==> config.mk <==
export PLATFORM = sky130hd
export DESIGN_NAME = mtb_channel
export DESIGN_NICKNAME = d
export VERILOG_FILES = /design/src/mtb_pkg.sv /design/src/mtb_channel.sv
export SDC_FILE = /design/constraint.sdc
export NUM_CORES = 1
export LEC_CHECK = 0
export CORE_MARGIN = 4
export CORE_UTILIZATION = 45
export DETAILED_ROUTE_END_ITERATION = 10
export DONT_BUFFER_PORTS = 1
export PLACE_DENSITY_LB_ADDON = 0.12
export SYNTH_ARGS = -nofsm -noshare
export SYNTH_HDL_FRONTEND = slang
export SYNTH_SLANG_ARGS = --single-unit
==> constraint.sdc <==
create_clock -name core_clk_in -period 2.7 [get_ports core_clk_in]
set_clock_uncertainty 0.2 [all_clocks]
set_input_delay 0.54 -clock core_clk_in [delete_from_list [all_inputs] [get_ports core_clk_in]]
set_output_delay 0.54 -clock core_clk_in [all_outputs]
set_load 0.05 [all_outputs]
==> src/mtb_pkg.sv <==
/*
 Constants for the multimode timer channel: register offsets, field positions,
 reset values and mode encodings. Assumes a 32-bit AHB-Lite register bus.
*/
// Functional notes
// Mode register bits 1:0 choose interval, event counter or measurement mode.
// Interval mode counts one of undivided, div8, div32 or subclock div32 sources.
// Down-counting modes decrement and reload from reload register on underflow.
// Underflow period is programmed value plus one source cycles.
// Counter runs only while start flag is one.
// Down-counting modes raise interrupt request on every underflow.
// Value write while stopped loads reload register and counter.
// Value write while counting loads only reload register.
// Interval mode reads return the counter; pin stays a plain port.
// Event mode counts pin transitions or another timer's overflow.
// Event mode edge select: rising, falling or both.
// Event mode reads return the counter.
// Channel without input pin is interval timer only, no measurement.
// Measurement mode counts up on one of the four internal sources.
// Measurement edge copies counter to reload, restarts from zero.
// Measurement edges request interrupt except the first after start.
// Measurement overflow requests interrupt and sets overflow flag.
// Mode register write after next count cycle clears overflow flag.
// Measurement mode reads return the reload register.
// Software ignores results before the second effective edge.
// Measurement mode ignores value register writes.
// Period measurement spans consecutive edges of the same polarity.
// Counter, reload and value register are 16 bits; overflow past all-ones.
`default_nettype none

package mtb_pkg;

	// Register byte offsets
	localparam logic [3:0] MTB_OFS_START  = 4'h0;
	localparam logic [3:0] MTB_OFS_MODE   = 4'h4;
	localparam logic [3:0] MTB_OFS_VALUE  = 4'h8;
	localparam logic [3:0] MTB_OFS_STATUS = 4'hC;

	// Mode register fields
	localparam int MTB_MODE_LSB = 0;
	localparam int MTB_EDGE_LSB = 2;
	localparam int MTB_MEAS_BIT = 3;
	localparam int MTB_EVSRC_BIT = 4;
	localparam int MTB_SRC_LSB  = 6;
	localparam int MTB_OVF_BIT  = 5;

	// Operating modes
	localparam logic [1:0] MTB_MODE_TIMER = 2'h0;
	localparam logic [1:0] MTB_MODE_EVENT = 2'h1;
	localparam logic [1:0] MTB_MODE_MEAS  = 2'h2;

	// Event edge select
	localparam logic [1:0] MTB_EDGE_FALL = 2'h0;
	localparam logic [1:0] MTB_EDGE_RISE = 2'h1;
	localparam logic [1:0] MTB_EDGE_BOTH = 2'h2;

	// Reset values
	localparam logic [7:0]  MTB_MODE_RST  = 8'h00;
	localparam logic [15:0] MTB_VALUE_RST = 16'h0000;

	// Prescaler ratios
	localparam int MTB_DIV8  = 8;
	localparam int MTB_DIV32 = 32;

endpackage

`default_nettype wire

==> src/mtb_channel.sv <==
/*
 One 16-bit timer channel with interval, event counter and pulse
 period/width measurement modes, behind an AHB-Lite slave.
 Assumes single whole-word transfers; subclock arrives synchronous.
*/
// The register addresses and the AHB-Lite interface to the registers were decided locally.
`timescale 1ns/1ps
`default_nettype none

module mtb_channel #(
	parameter bit HAS_PIN = 1'b1
) (
	input  wire logic        core_clk_in,
	input  wire logic        reset_n_in,
	input  wire logic        hsel_in,
	input  wire logic [31:0] haddr_in,
	input  wire logic [1:0]  htrans_in,
	input  wire logic        hwrite_in,
	input  wire logic [2:0]  hsize_in,
	input  wire logic [31:0] hwdata_in,
	input  wire logic        hready_in,
	output logic      [31:0] hrdata_out,
	output logic             hreadyout_out,
	output logic             hresp_out,
	input  wire logic        channel_input_pin_in,
	input  wire logic        subclock_div32_in,
	input  wire logic        other_timer_ovf_in,
	output logic             irq_req_out
);

	////////////////////////////////////////////////////////////////////////
	// State
	typedef struct packed {
		logic        pin_s1;
		logic        pin_s2;
		logic        pin_d;
		logic [4:0]  pre;
		logic        sub_d;
		logic        start;
		logic [7:0]  mode;
		logic [15:0] reload;
		logic [15:0] count;
		logic        ovf;
		logic        ovf_armed;
		logic        seen_edge;
		logic        irq;
		logic        d_act;
		logic        d_wr;
		logic [3:0]  d_ofs;
		logic [31:0] rdata;
	} mtb_state_t;

	mtb_state_t st;
	mtb_state_t next_st;

	logic [1:0]  cur_mode;
	logic        tick;
	logic        pin_rise;
	logic        pin_fall;
	logic        ev_edge;
	logic        meas_edge;
	logic        down_mode;
	logic        wr_start;
	logic        wr_mode;
	logic        wr_value;
	logic [15:0] rd_value;

	////////////////////////////////////////////////////////////////////////
	// Decode of current state
	always_comb
	begin
		cur_mode  = st.mode[mtb_pkg::MTB_MODE_LSB +: 2];
		if (!HAS_PIN)
			cur_mode = mtb_pkg::MTB_MODE_TIMER;
		// Mode 3 behaves as measurement, so only codes 0 and 1 count down
		down_mode = (cur_mode == mtb_pkg::MTB_MODE_TIMER) || (cur_mode == mtb_pkg::MTB_MODE_EVENT);
		pin_rise  = HAS_PIN && st.pin_s2 && !st.pin_d;
		pin_fall  = HAS_PIN && !st.pin_s2 && st.pin_d;
		// Internal source select
		case (st.mode[mtb_pkg::MTB_SRC_LSB +: 2])
			2'h0: tick = 1'b1;
			2'h1: tick = (st.pre[2:0] == 3'h7);
			2'h2: tick = (st.pre == 5'h1F);
			default: tick = subclock_div32_in && !st.sub_d;
		endcase
		// Event source: pin edges or another timer
		if (st.mode[mtb_pkg::MTB_EVSRC_BIT])
			ev_edge = other_timer_ovf_in;
		else
		begin
			case (st.mode[mtb_pkg::MTB_EDGE_LSB +: 2])
				mtb_pkg::MTB_EDGE_FALL: ev_edge = pin_fall;
				mtb_pkg::MTB_EDGE_RISE: ev_edge = pin_rise;
				default: ev_edge = pin_rise || pin_fall;
			endcase
		end
		// Measurement edge: period uses one polarity, width uses both
		if (st.mode[mtb_pkg::MTB_MEAS_BIT])
			meas_edge = pin_rise || pin_fall;
		else if (st.mode[mtb_pkg::MTB_EDGE_LSB])
			meas_edge = pin_rise;
		else
			meas_edge = pin_fall;
		wr_start = st.d_act && st.d_wr && (st.d_ofs == mtb_pkg::MTB_OFS_START);
		wr_mode  = st.d_act && st.d_wr && (st.d_ofs == mtb_pkg::MTB_OFS_MODE);
		wr_value = st.d_act && st.d_wr && (st.d_ofs == mtb_pkg::MTB_OFS_VALUE);
		// Read view of the value register
		rd_value = down_mode ? st.count : st.reload;
	end

	////////////////////////////////////////////////////////////////////////
	// Next state
	always_comb
	begin
		next_st        = st;
		next_st.pin_s1 = channel_input_pin_in;
		next_st.pin_s2 = st.pin_s1;
		next_st.pin_d  = st.pin_s2;
		next_st.pre    = st.pre + 5'h01;
		next_st.sub_d  = subclock_div32_in;
		next_st.irq    = 1'b0;

		// Counting engine, only while started
		if (st.start)
		begin
			if (down_mode)
			begin
				if ((cur_mode == mtb_pkg::MTB_MODE_TIMER) ? tick : ev_edge)
				begin
					if (st.count == 16'h0000)
					begin
						next_st.count = st.reload;
						next_st.irq   = 1'b1;
					end
					else
						next_st.count = st.count - 16'h0001;
				end
			end
			else
			begin
				if (meas_edge)
				begin
					next_st.reload    = st.count;
					next_st.count     = 16'h0000;
					next_st.seen_edge = 1'b1;
					next_st.irq       = st.seen_edge;
				end
				else if (tick)
				begin
					next_st.count = st.count + 16'h0001;
					if (st.count == 16'hFFFF)
					begin
						next_st.ovf  = 1'b1;
						next_st.irq  = 1'b1;
					end
					if (st.ovf)
						next_st.ovf_armed = 1'b1;
				end
			end
		end

		// Overflow flag cleared by mode write after a further count cycle
		if (wr_mode)
		begin
			next_st.mode = hwdata_in[7:0];
			if (st.ovf_armed && !(next_st.ovf && !st.ovf))
			begin
				next_st.ovf       = 1'b0;
				next_st.ovf_armed = 1'b0;
			end
		end

		if (wr_start)
		begin
			next_st.start = hwdata_in[0];
			if (hwdata_in[0] && !st.start)
			begin
				next_st.seen_edge = 1'b0;
				if (!down_mode)
					next_st.count = 16'h0000;
			end
		end

		// Value register writes
		if (wr_value && down_mode)
		begin
			next_st.reload = hwdata_in[15:0];
			if (!st.start)
				next_st.count = hwdata_in[15:0];
		end

		// AHB-Lite address phase capture, zero wait states
		next_st.d_act = hsel_in && hready_in && htrans_in[1];
		next_st.d_wr  = hwrite_in;
		next_st.d_ofs = haddr_in[3:0];
		next_st.rdata = 32'h00000000;
		if (hsel_in && hready_in && htrans_in[1] && !hwrite_in)
		begin
			case (haddr_in[3:0])
				mtb_pkg::MTB_OFS_START:  next_st.rdata = {31'h00000000, st.start};
				mtb_pkg::MTB_OFS_MODE:   next_st.rdata = {24'h000000, st.mode[7:6], st.ovf, st.mode[4:0]};
				mtb_pkg::MTB_OFS_VALUE:  next_st.rdata = {16'h0000, rd_value};
				mtb_pkg::MTB_OFS_STATUS: next_st.rdata = {30'h00000000, st.seen_edge, st.ovf};
				default:                 next_st.rdata = 32'h00000000;
			endcase
		end
	end

	////////////////////////////////////////////////////////////////////////
	// Registers
	always_ff @(posedge core_clk_in or negedge reset_n_in)
	begin
		if (!reset_n_in)
		begin
			st        <= '0;
			st.mode   <= mtb_pkg::MTB_MODE_RST;
			st.reload <= mtb_pkg::MTB_VALUE_RST;
			st.count  <= mtb_pkg::MTB_VALUE_RST;
		end
		else
			st <= next_st;
	end

	////////////////////////////////////////////////////////////////////////
	// Outputs
	assign hrdata_out    = st.rdata;
	assign hreadyout_out = 1'b1;
	assign hresp_out     = 1'b0;
	assign irq_req_out   = st.irq;

	////////////////////////////////////////////////////////////////////////
	// Assertions
	a_stop_holds: assert property (@(posedge core_clk_in) disable iff (!reset_n_in)
		(!st.start && !wr_value && !wr_start) |=> (st.count == $past(st.count)))
		else $error("counter moved while stopped");

	a_underflow_reload: assert property (@(posedge core_clk_in) disable iff (!reset_n_in)
		(st.start && down_mode && st.count == 16'h0000 && tick && cur_mode == mtb_pkg::MTB_MODE_TIMER
		 && !wr_value && !wr_mode && !wr_start) |=> (st.count == $past(st.reload) && irq_req_out))
		else $error("underflow did not reload");

	a_down_irq: assert property (@(posedge core_clk_in) disable iff (!reset_n_in)
		(irq_req_out && $past(down_mode) && !$past(wr_mode)) |-> ($past(st.count) == 16'h0000))
		else $error("irq without underflow");

	a_write_stopped: assert property (@(posedge core_clk_in) disable iff (!reset_n_in)
		(wr_value && down_mode && !st.start && !wr_start) |=> (st.count == st.reload))
		else $error("stopped write did not load counter");

	a_write_running: assert property (@(posedge core_clk_in) disable iff (!reset_n_in)
		(wr_value && down_mode && st.start && !tick && !ev_edge && !wr_mode) |=> (st.count == $past(st.count)))
		else $error("running write touched counter");

	a_meas_capture: assert property (@(posedge core_clk_in) disable iff (!reset_n_in)
		(st.start && !down_mode && meas_edge && !wr_start && !wr_mode)
		|=> (st.count == 16'h0000 && st.reload == $past(st.count)))
		else $error("measurement edge did not capture");

	a_first_edge: assert property (@(posedge core_clk_in) disable iff (!reset_n_in)
		(st.start && !down_mode && meas_edge && !st.seen_edge && !wr_mode) |=> !irq_req_out)
		else $error("first edge raised irq");

	a_meas_ovf: assert property (@(posedge core_clk_in) disable iff (!reset_n_in)
		(st.start && !down_mode && !meas_edge && tick && st.count == 16'hFFFF && !wr_mode && !wr_start)
		|=> (st.ovf && irq_req_out))
		else $error("overflow not flagged");

	a_meas_nowrite: assert property (@(posedge core_clk_in) disable iff (!reset_n_in)
		(wr_value && !down_mode && !st.start && !wr_mode && !wr_start) |=> (st.reload == $past(st.reload)))
		else $error("measurement accepted a value write");

	a_read_view: assert property (@(posedge core_clk_in) disable iff (!reset_n_in)
		(hsel_in && hready_in && htrans_in[1] && !hwrite_in && haddr_in[3:0] == mtb_pkg::MTB_OFS_VALUE)
		|=> (hrdata_out[15:0] == ($past(down_mode) ? $past(st.count) : $past(st.reload))))
		else $error("wrong value read view");

	// Down-counting modes never raise the overflow flag
	a_down_no_ovf: assert property (@(posedge core_clk_in) disable iff (!reset_n_in)
		(down_mode && !st.ovf && !wr_mode) |=> !st.ovf)
		else $error("overflow flag set in down mode");

	// Timer tick above zero takes exactly one count off
	a_timer_tick: assert property (@(posedge core_clk_in) disable iff (!reset_n_in)
		(st.start && cur_mode == mtb_pkg::MTB_MODE_TIMER && tick && st.count != 16'h0000
		 && !wr_value && !wr_start && !wr_mode) |=> (st.count == $past(st.count) - 16'h0001))
		else $error("timer tick did not decrement");

	// Event edge above zero takes exactly one count off
	a_event_step: assert property (@(posedge core_clk_in) disable iff (!reset_n_in)
		(st.start && cur_mode == mtb_pkg::MTB_MODE_EVENT && ev_edge && st.count != 16'h0000
		 && !wr_value && !wr_start && !wr_mode) |=> (st.count == $past(st.count) - 16'h0001))
		else $error("event edge did not decrement");

	// Armed overflow flag drops on a mode write unless a new overflow lands
	a_ovf_clear: assert property (@(posedge core_clk_in) disable iff (!reset_n_in)
		(wr_mode && st.ovf_armed && !(st.start && !down_mode && tick && !meas_edge && st.count == 16'hFFFF))
		|=> !st.ovf)
		else $error("overflow flag not cleared");

endmodule // mtb_channel

`default_nettype wire

==> results.py <==
metrics = {
    "logic_synthesis": {
        "synthDistinctLibCells": 65,
        "netlist_instances": 557,
        "synth-simple-area-share": 0.204,
        "avgSynthCellArea_um2": 8.59,
        "seq_area_frac_synth": 0.392,
        "synth_edf_count": 0,
        "yosys-mux-area-fraction": 0.0635,
        "synth_area_mm2": 0.00479,
        "yosysWarnings": 0,
        "yosys.area_share.xor_xnor": 0.0275,
        "synth_compound_area_frac": 0.190,
        "synthAdderAreaFrac": 0.0209,
        "ys.flop_type": "dfrtp_1",
        "ys_ff_latch": 75,
        "synth_top_family_by_area": "simple AND/OR/NAND/NOR gates",
        "ys_async_sr_fraction": 1.00,
    },
    "placed_design": {
        "place_hpwl_um": 10000,
        "pre_cts_ws_ns": -0.164,
        "io_buffers": 0,
        "gp_congestion": 0.935,
    },
    "critical_path": {
        "crit_buf_inv": 1,
        "crit_required_ns": 2.75,
        "path_max_fanout": 5,
        "end_kind": "flip-flop",
        "critPathArrivalTime_ns": 2.75,
        "cp-start-kind": "flip-flop",
        "crit_family": "simple AND/OR/NAND/NOR gates",
        "path_cells": "ha_2 -> and3_4 -> ha_4 -> or3b_4 -> o31a_1 -> buf_4 -> o2111ai_4 -> mux2i_1 -> o221ai_1 -> and3_1",
        "cp_slowest_cell": "dfrtp_1",
        "worst-r2r-cell-count": 10,
        "path_class": "reg -> reg",
        "worst-path-stages": 10,
        "cpPeakStageDelay_ns": 0.39,
    },
    "clocking": {
        "cts.sinks": 75,
        "cts-root-buf": "clkbuf_8",
        "clk_latency_ns": 0.36,
        "htree_levels": 3,
        "path_clk_slew_ns": 0.08,
        "cts_made_buffers": 9,
        "cts_tree": "done",
        "clk_path_buf_depth": 2,
    },
    "grt": {
        "grt_antenna_before_repair": 0,
        "grt-busiest-layer": "met2",
        "first_global_vias": 4094,
        "use_met1": 0.327,
        "track_usage": 0.232,
        "grt_use_met3": 0.0360,
        "grt_pass1_wl_um": 22800,
        "grt-ovfl-total": 0,
        "grt_start_max_net_pins": 76,
        "use_met2": 0.366,
    },
    "run_status": {
        "status": "finished with violations",
        "violations": "negative setup slack",
    },
    "detailed_routing": {
        "ant_nets": 0,
        "firstDrtPassIters": 5,
        "wl_per_cell_um": 19.8,
        "routed-via-count": 4142,
        "viasPerCell": 5.80,
        "drt-total-wl_um": 14100,
        "drc_errors": 0,
        "drt_iter0_drc": 240,
    },
    "floorplan": {
        "die_x_um": 111,
        "die_y_um": 111,
        "die-area_mm2": 0.0123,
        "io_pins": 112,
        "core-area_mm2": 0.0103,
        "start_util": 0.464,
        "rows": 37,
    },
    "sta": {
        "layout_min_cycle_time_ns": 2.70,
        "tightest_slew_ns": 0.604,
        "setup_violations": 1,
        "finalWorstSetupSlack_ns": -0.00331,
        "setup-tns-final_ns": -0.00331,
        "finalHoldViolCount": 0,
        "max_slew_margin": 0.597,
        "fin_crit_sh": 1.00,
        "rsz0062_at_grt": "true",
        "fmax_ghz": 0.370,
        "slew_violations": 0,
    },
    "worst_hold_path": {
        "holdCritPathClass": "in -> reg",
        "holdPathStages": 1,
    },
    "final_layout": {
        "diodes": 0,
        "drive_gt1_frac": 0.194,
        "filler_cell_count": 986,
        "multi_input_area_mm2": 0.00262,
        "post-route-util": 0.527,
        "area_growth_pct": 13.8,
        "register_area_mm2": 0.00188,
        "final_common_cell": "dfrtp_1",
        "fin_nets": 658,
        "layout_common_cells": "74 x dfrtp_1, 60 x nand2_1, 51 x nor2_1, 51 x buf_4, 46 x o21ai_0",
    },
    "power_and_ir_drop": {
        "power_per_cell_area_mw_per_mm2": 842,
        "combPwrFrac": 0.454,
        "vdd_drop_max_uv": 410,
        "leakage_nw": 2.36,
        "switching_share": 0.418,
        "p_int_mw": 2.67,
        "pwr-share-clk": 0.198,
        "seq_power_share": 0.347,
        "switching_power_mw": 1.92,
    },
    "job": {
        "drv_cap": 0,
    },
}
==> sequential cells by signal, summed over array words and instances (netlist names) <==
register and flops:
cur_mode 2, st 54, next_st 2, hrdata_out 16, irq_req_out 1
==> through the flow <==
step | instances | hold WS, ns | area (µm²) | power, mW
after floorplan | 573 | 0.0444 | 4910 | 2.97
after global placement | 688 | 0.0463 | 5040 | 3.54
after detailed placement | 688 | 0.0464 | 5040 | 3.56
after CTS | 713 | 0.0753 | 5370 | 4.52
after global routing | 714 | 0.0694 | 5440 | 4.89
final | 714 | 0.0876 | 5440 | 4.58
==> path summary, 6_finish.rpt <==
| kind | slack [ns] | start | to |
|---|---|---|---|
| setup / recovery | -0.003 | st[85]$_DFF_PN0_ | st[46]$_DFF_PN0_ |
| hold / removal | 0.09 | haddr_in[3] | hrdata_out[0]$_DFF_PN0_ |
| setup reg to reg | -0.003 | st[85]$_DFF_PN0_ | st[46]$_DFF_PN0_ |
| hold reg to reg | 0.16 | next_st[90]$_DFF_PN0_ | next_st[89]$_DFF_PN0_ |
| max in group asynchronous | 1.45 | reset_n_in | st[56]$_DFF_PN0_ |
| min in group asynchronous | 0.53 | reset_n_in | hrdata_out[5]$_DFF_PN0_ |
==> power by group through the flow <==
stage	combinational [mW]	sequential, mW	clock (mW)
3_3_place_gp	1.94	1.60	0
6_report	2.08	1.59	0.908
4_1_cts	2.01	1.59	0.923
3_5_place_dp	1.95	1.61	0
5_1_grt	2.27	1.62	1.00
2_1_floorplan	1.44	1.53	0
==> cell type report <==
class | instances | share of cell area
repair buffers | 62 | 0.0942
well taps | 136 | 0.0313
multi-input cells | 410 | 0.481
clock buffers | 11 | 0.0260
clock inverters | 5 | 0.0113
flip-flops and latches | 75 | 0.345
inverters | 15 | 0.0110
==> Yosys cell counts, types with 4 or more instances <==
cell type / n / share of area
and3_1: 11 / 0.014
a31oi_1: 9 / 0.012
nor3_1: 13 / 0.014
o21ai_0: 46 / 0.048
a22oi_1: 9 / 0.014
nor2b_1: 6 / 0.0078
xnor2_1: 12 / 0.022
nand3_1: 13 / 0.014
ha_1: 8 / 0.021
clkbuf_1: 33 / 0.026
nor4_1: 5 / 0.0065
a32oi_1: 4 / 0.0073
mux2_2: 11 / 0.026
a41oi_1: 4 / 0.0073
dfrtp_1: 75 / 0.39
nor2_1: 53 / 0.042
mux2i_1: 18 / 0.038
nand2_1: 61 / 0.048
nand4_1: 7 / 0.0091
a21oi_1: 37 / 0.039
inv_1: 13 / 0.010
buf_4: 35 / 0.055
==> logic make-up after synthesis <==
kind of cell	after synthesis
simple gates	195
xor+xnor	15
mux	29
compound gates	145
flops	75
fa+ha+maj	8
other cells	2
buf+inv	88
==> per-layer routing <==
metal  routed length (µm)  up-vias
met3                  795       17
met1                 6550     2031
met5                    0        -
met4                  206        0
met2                 6560      122
li1                     -     1972
==> what timing repair did <==
action                                  in CTS  in global routing
setup buffers                                0                  1
hold buffers                                 9                  0
endpoints found under the setup margin      16                 12
pin swaps                                    4                  7
hold endpoints to repair                    82                  0
resized for setup                            7                 12
No activity file was read; power rests on OpenSTA's default activity.
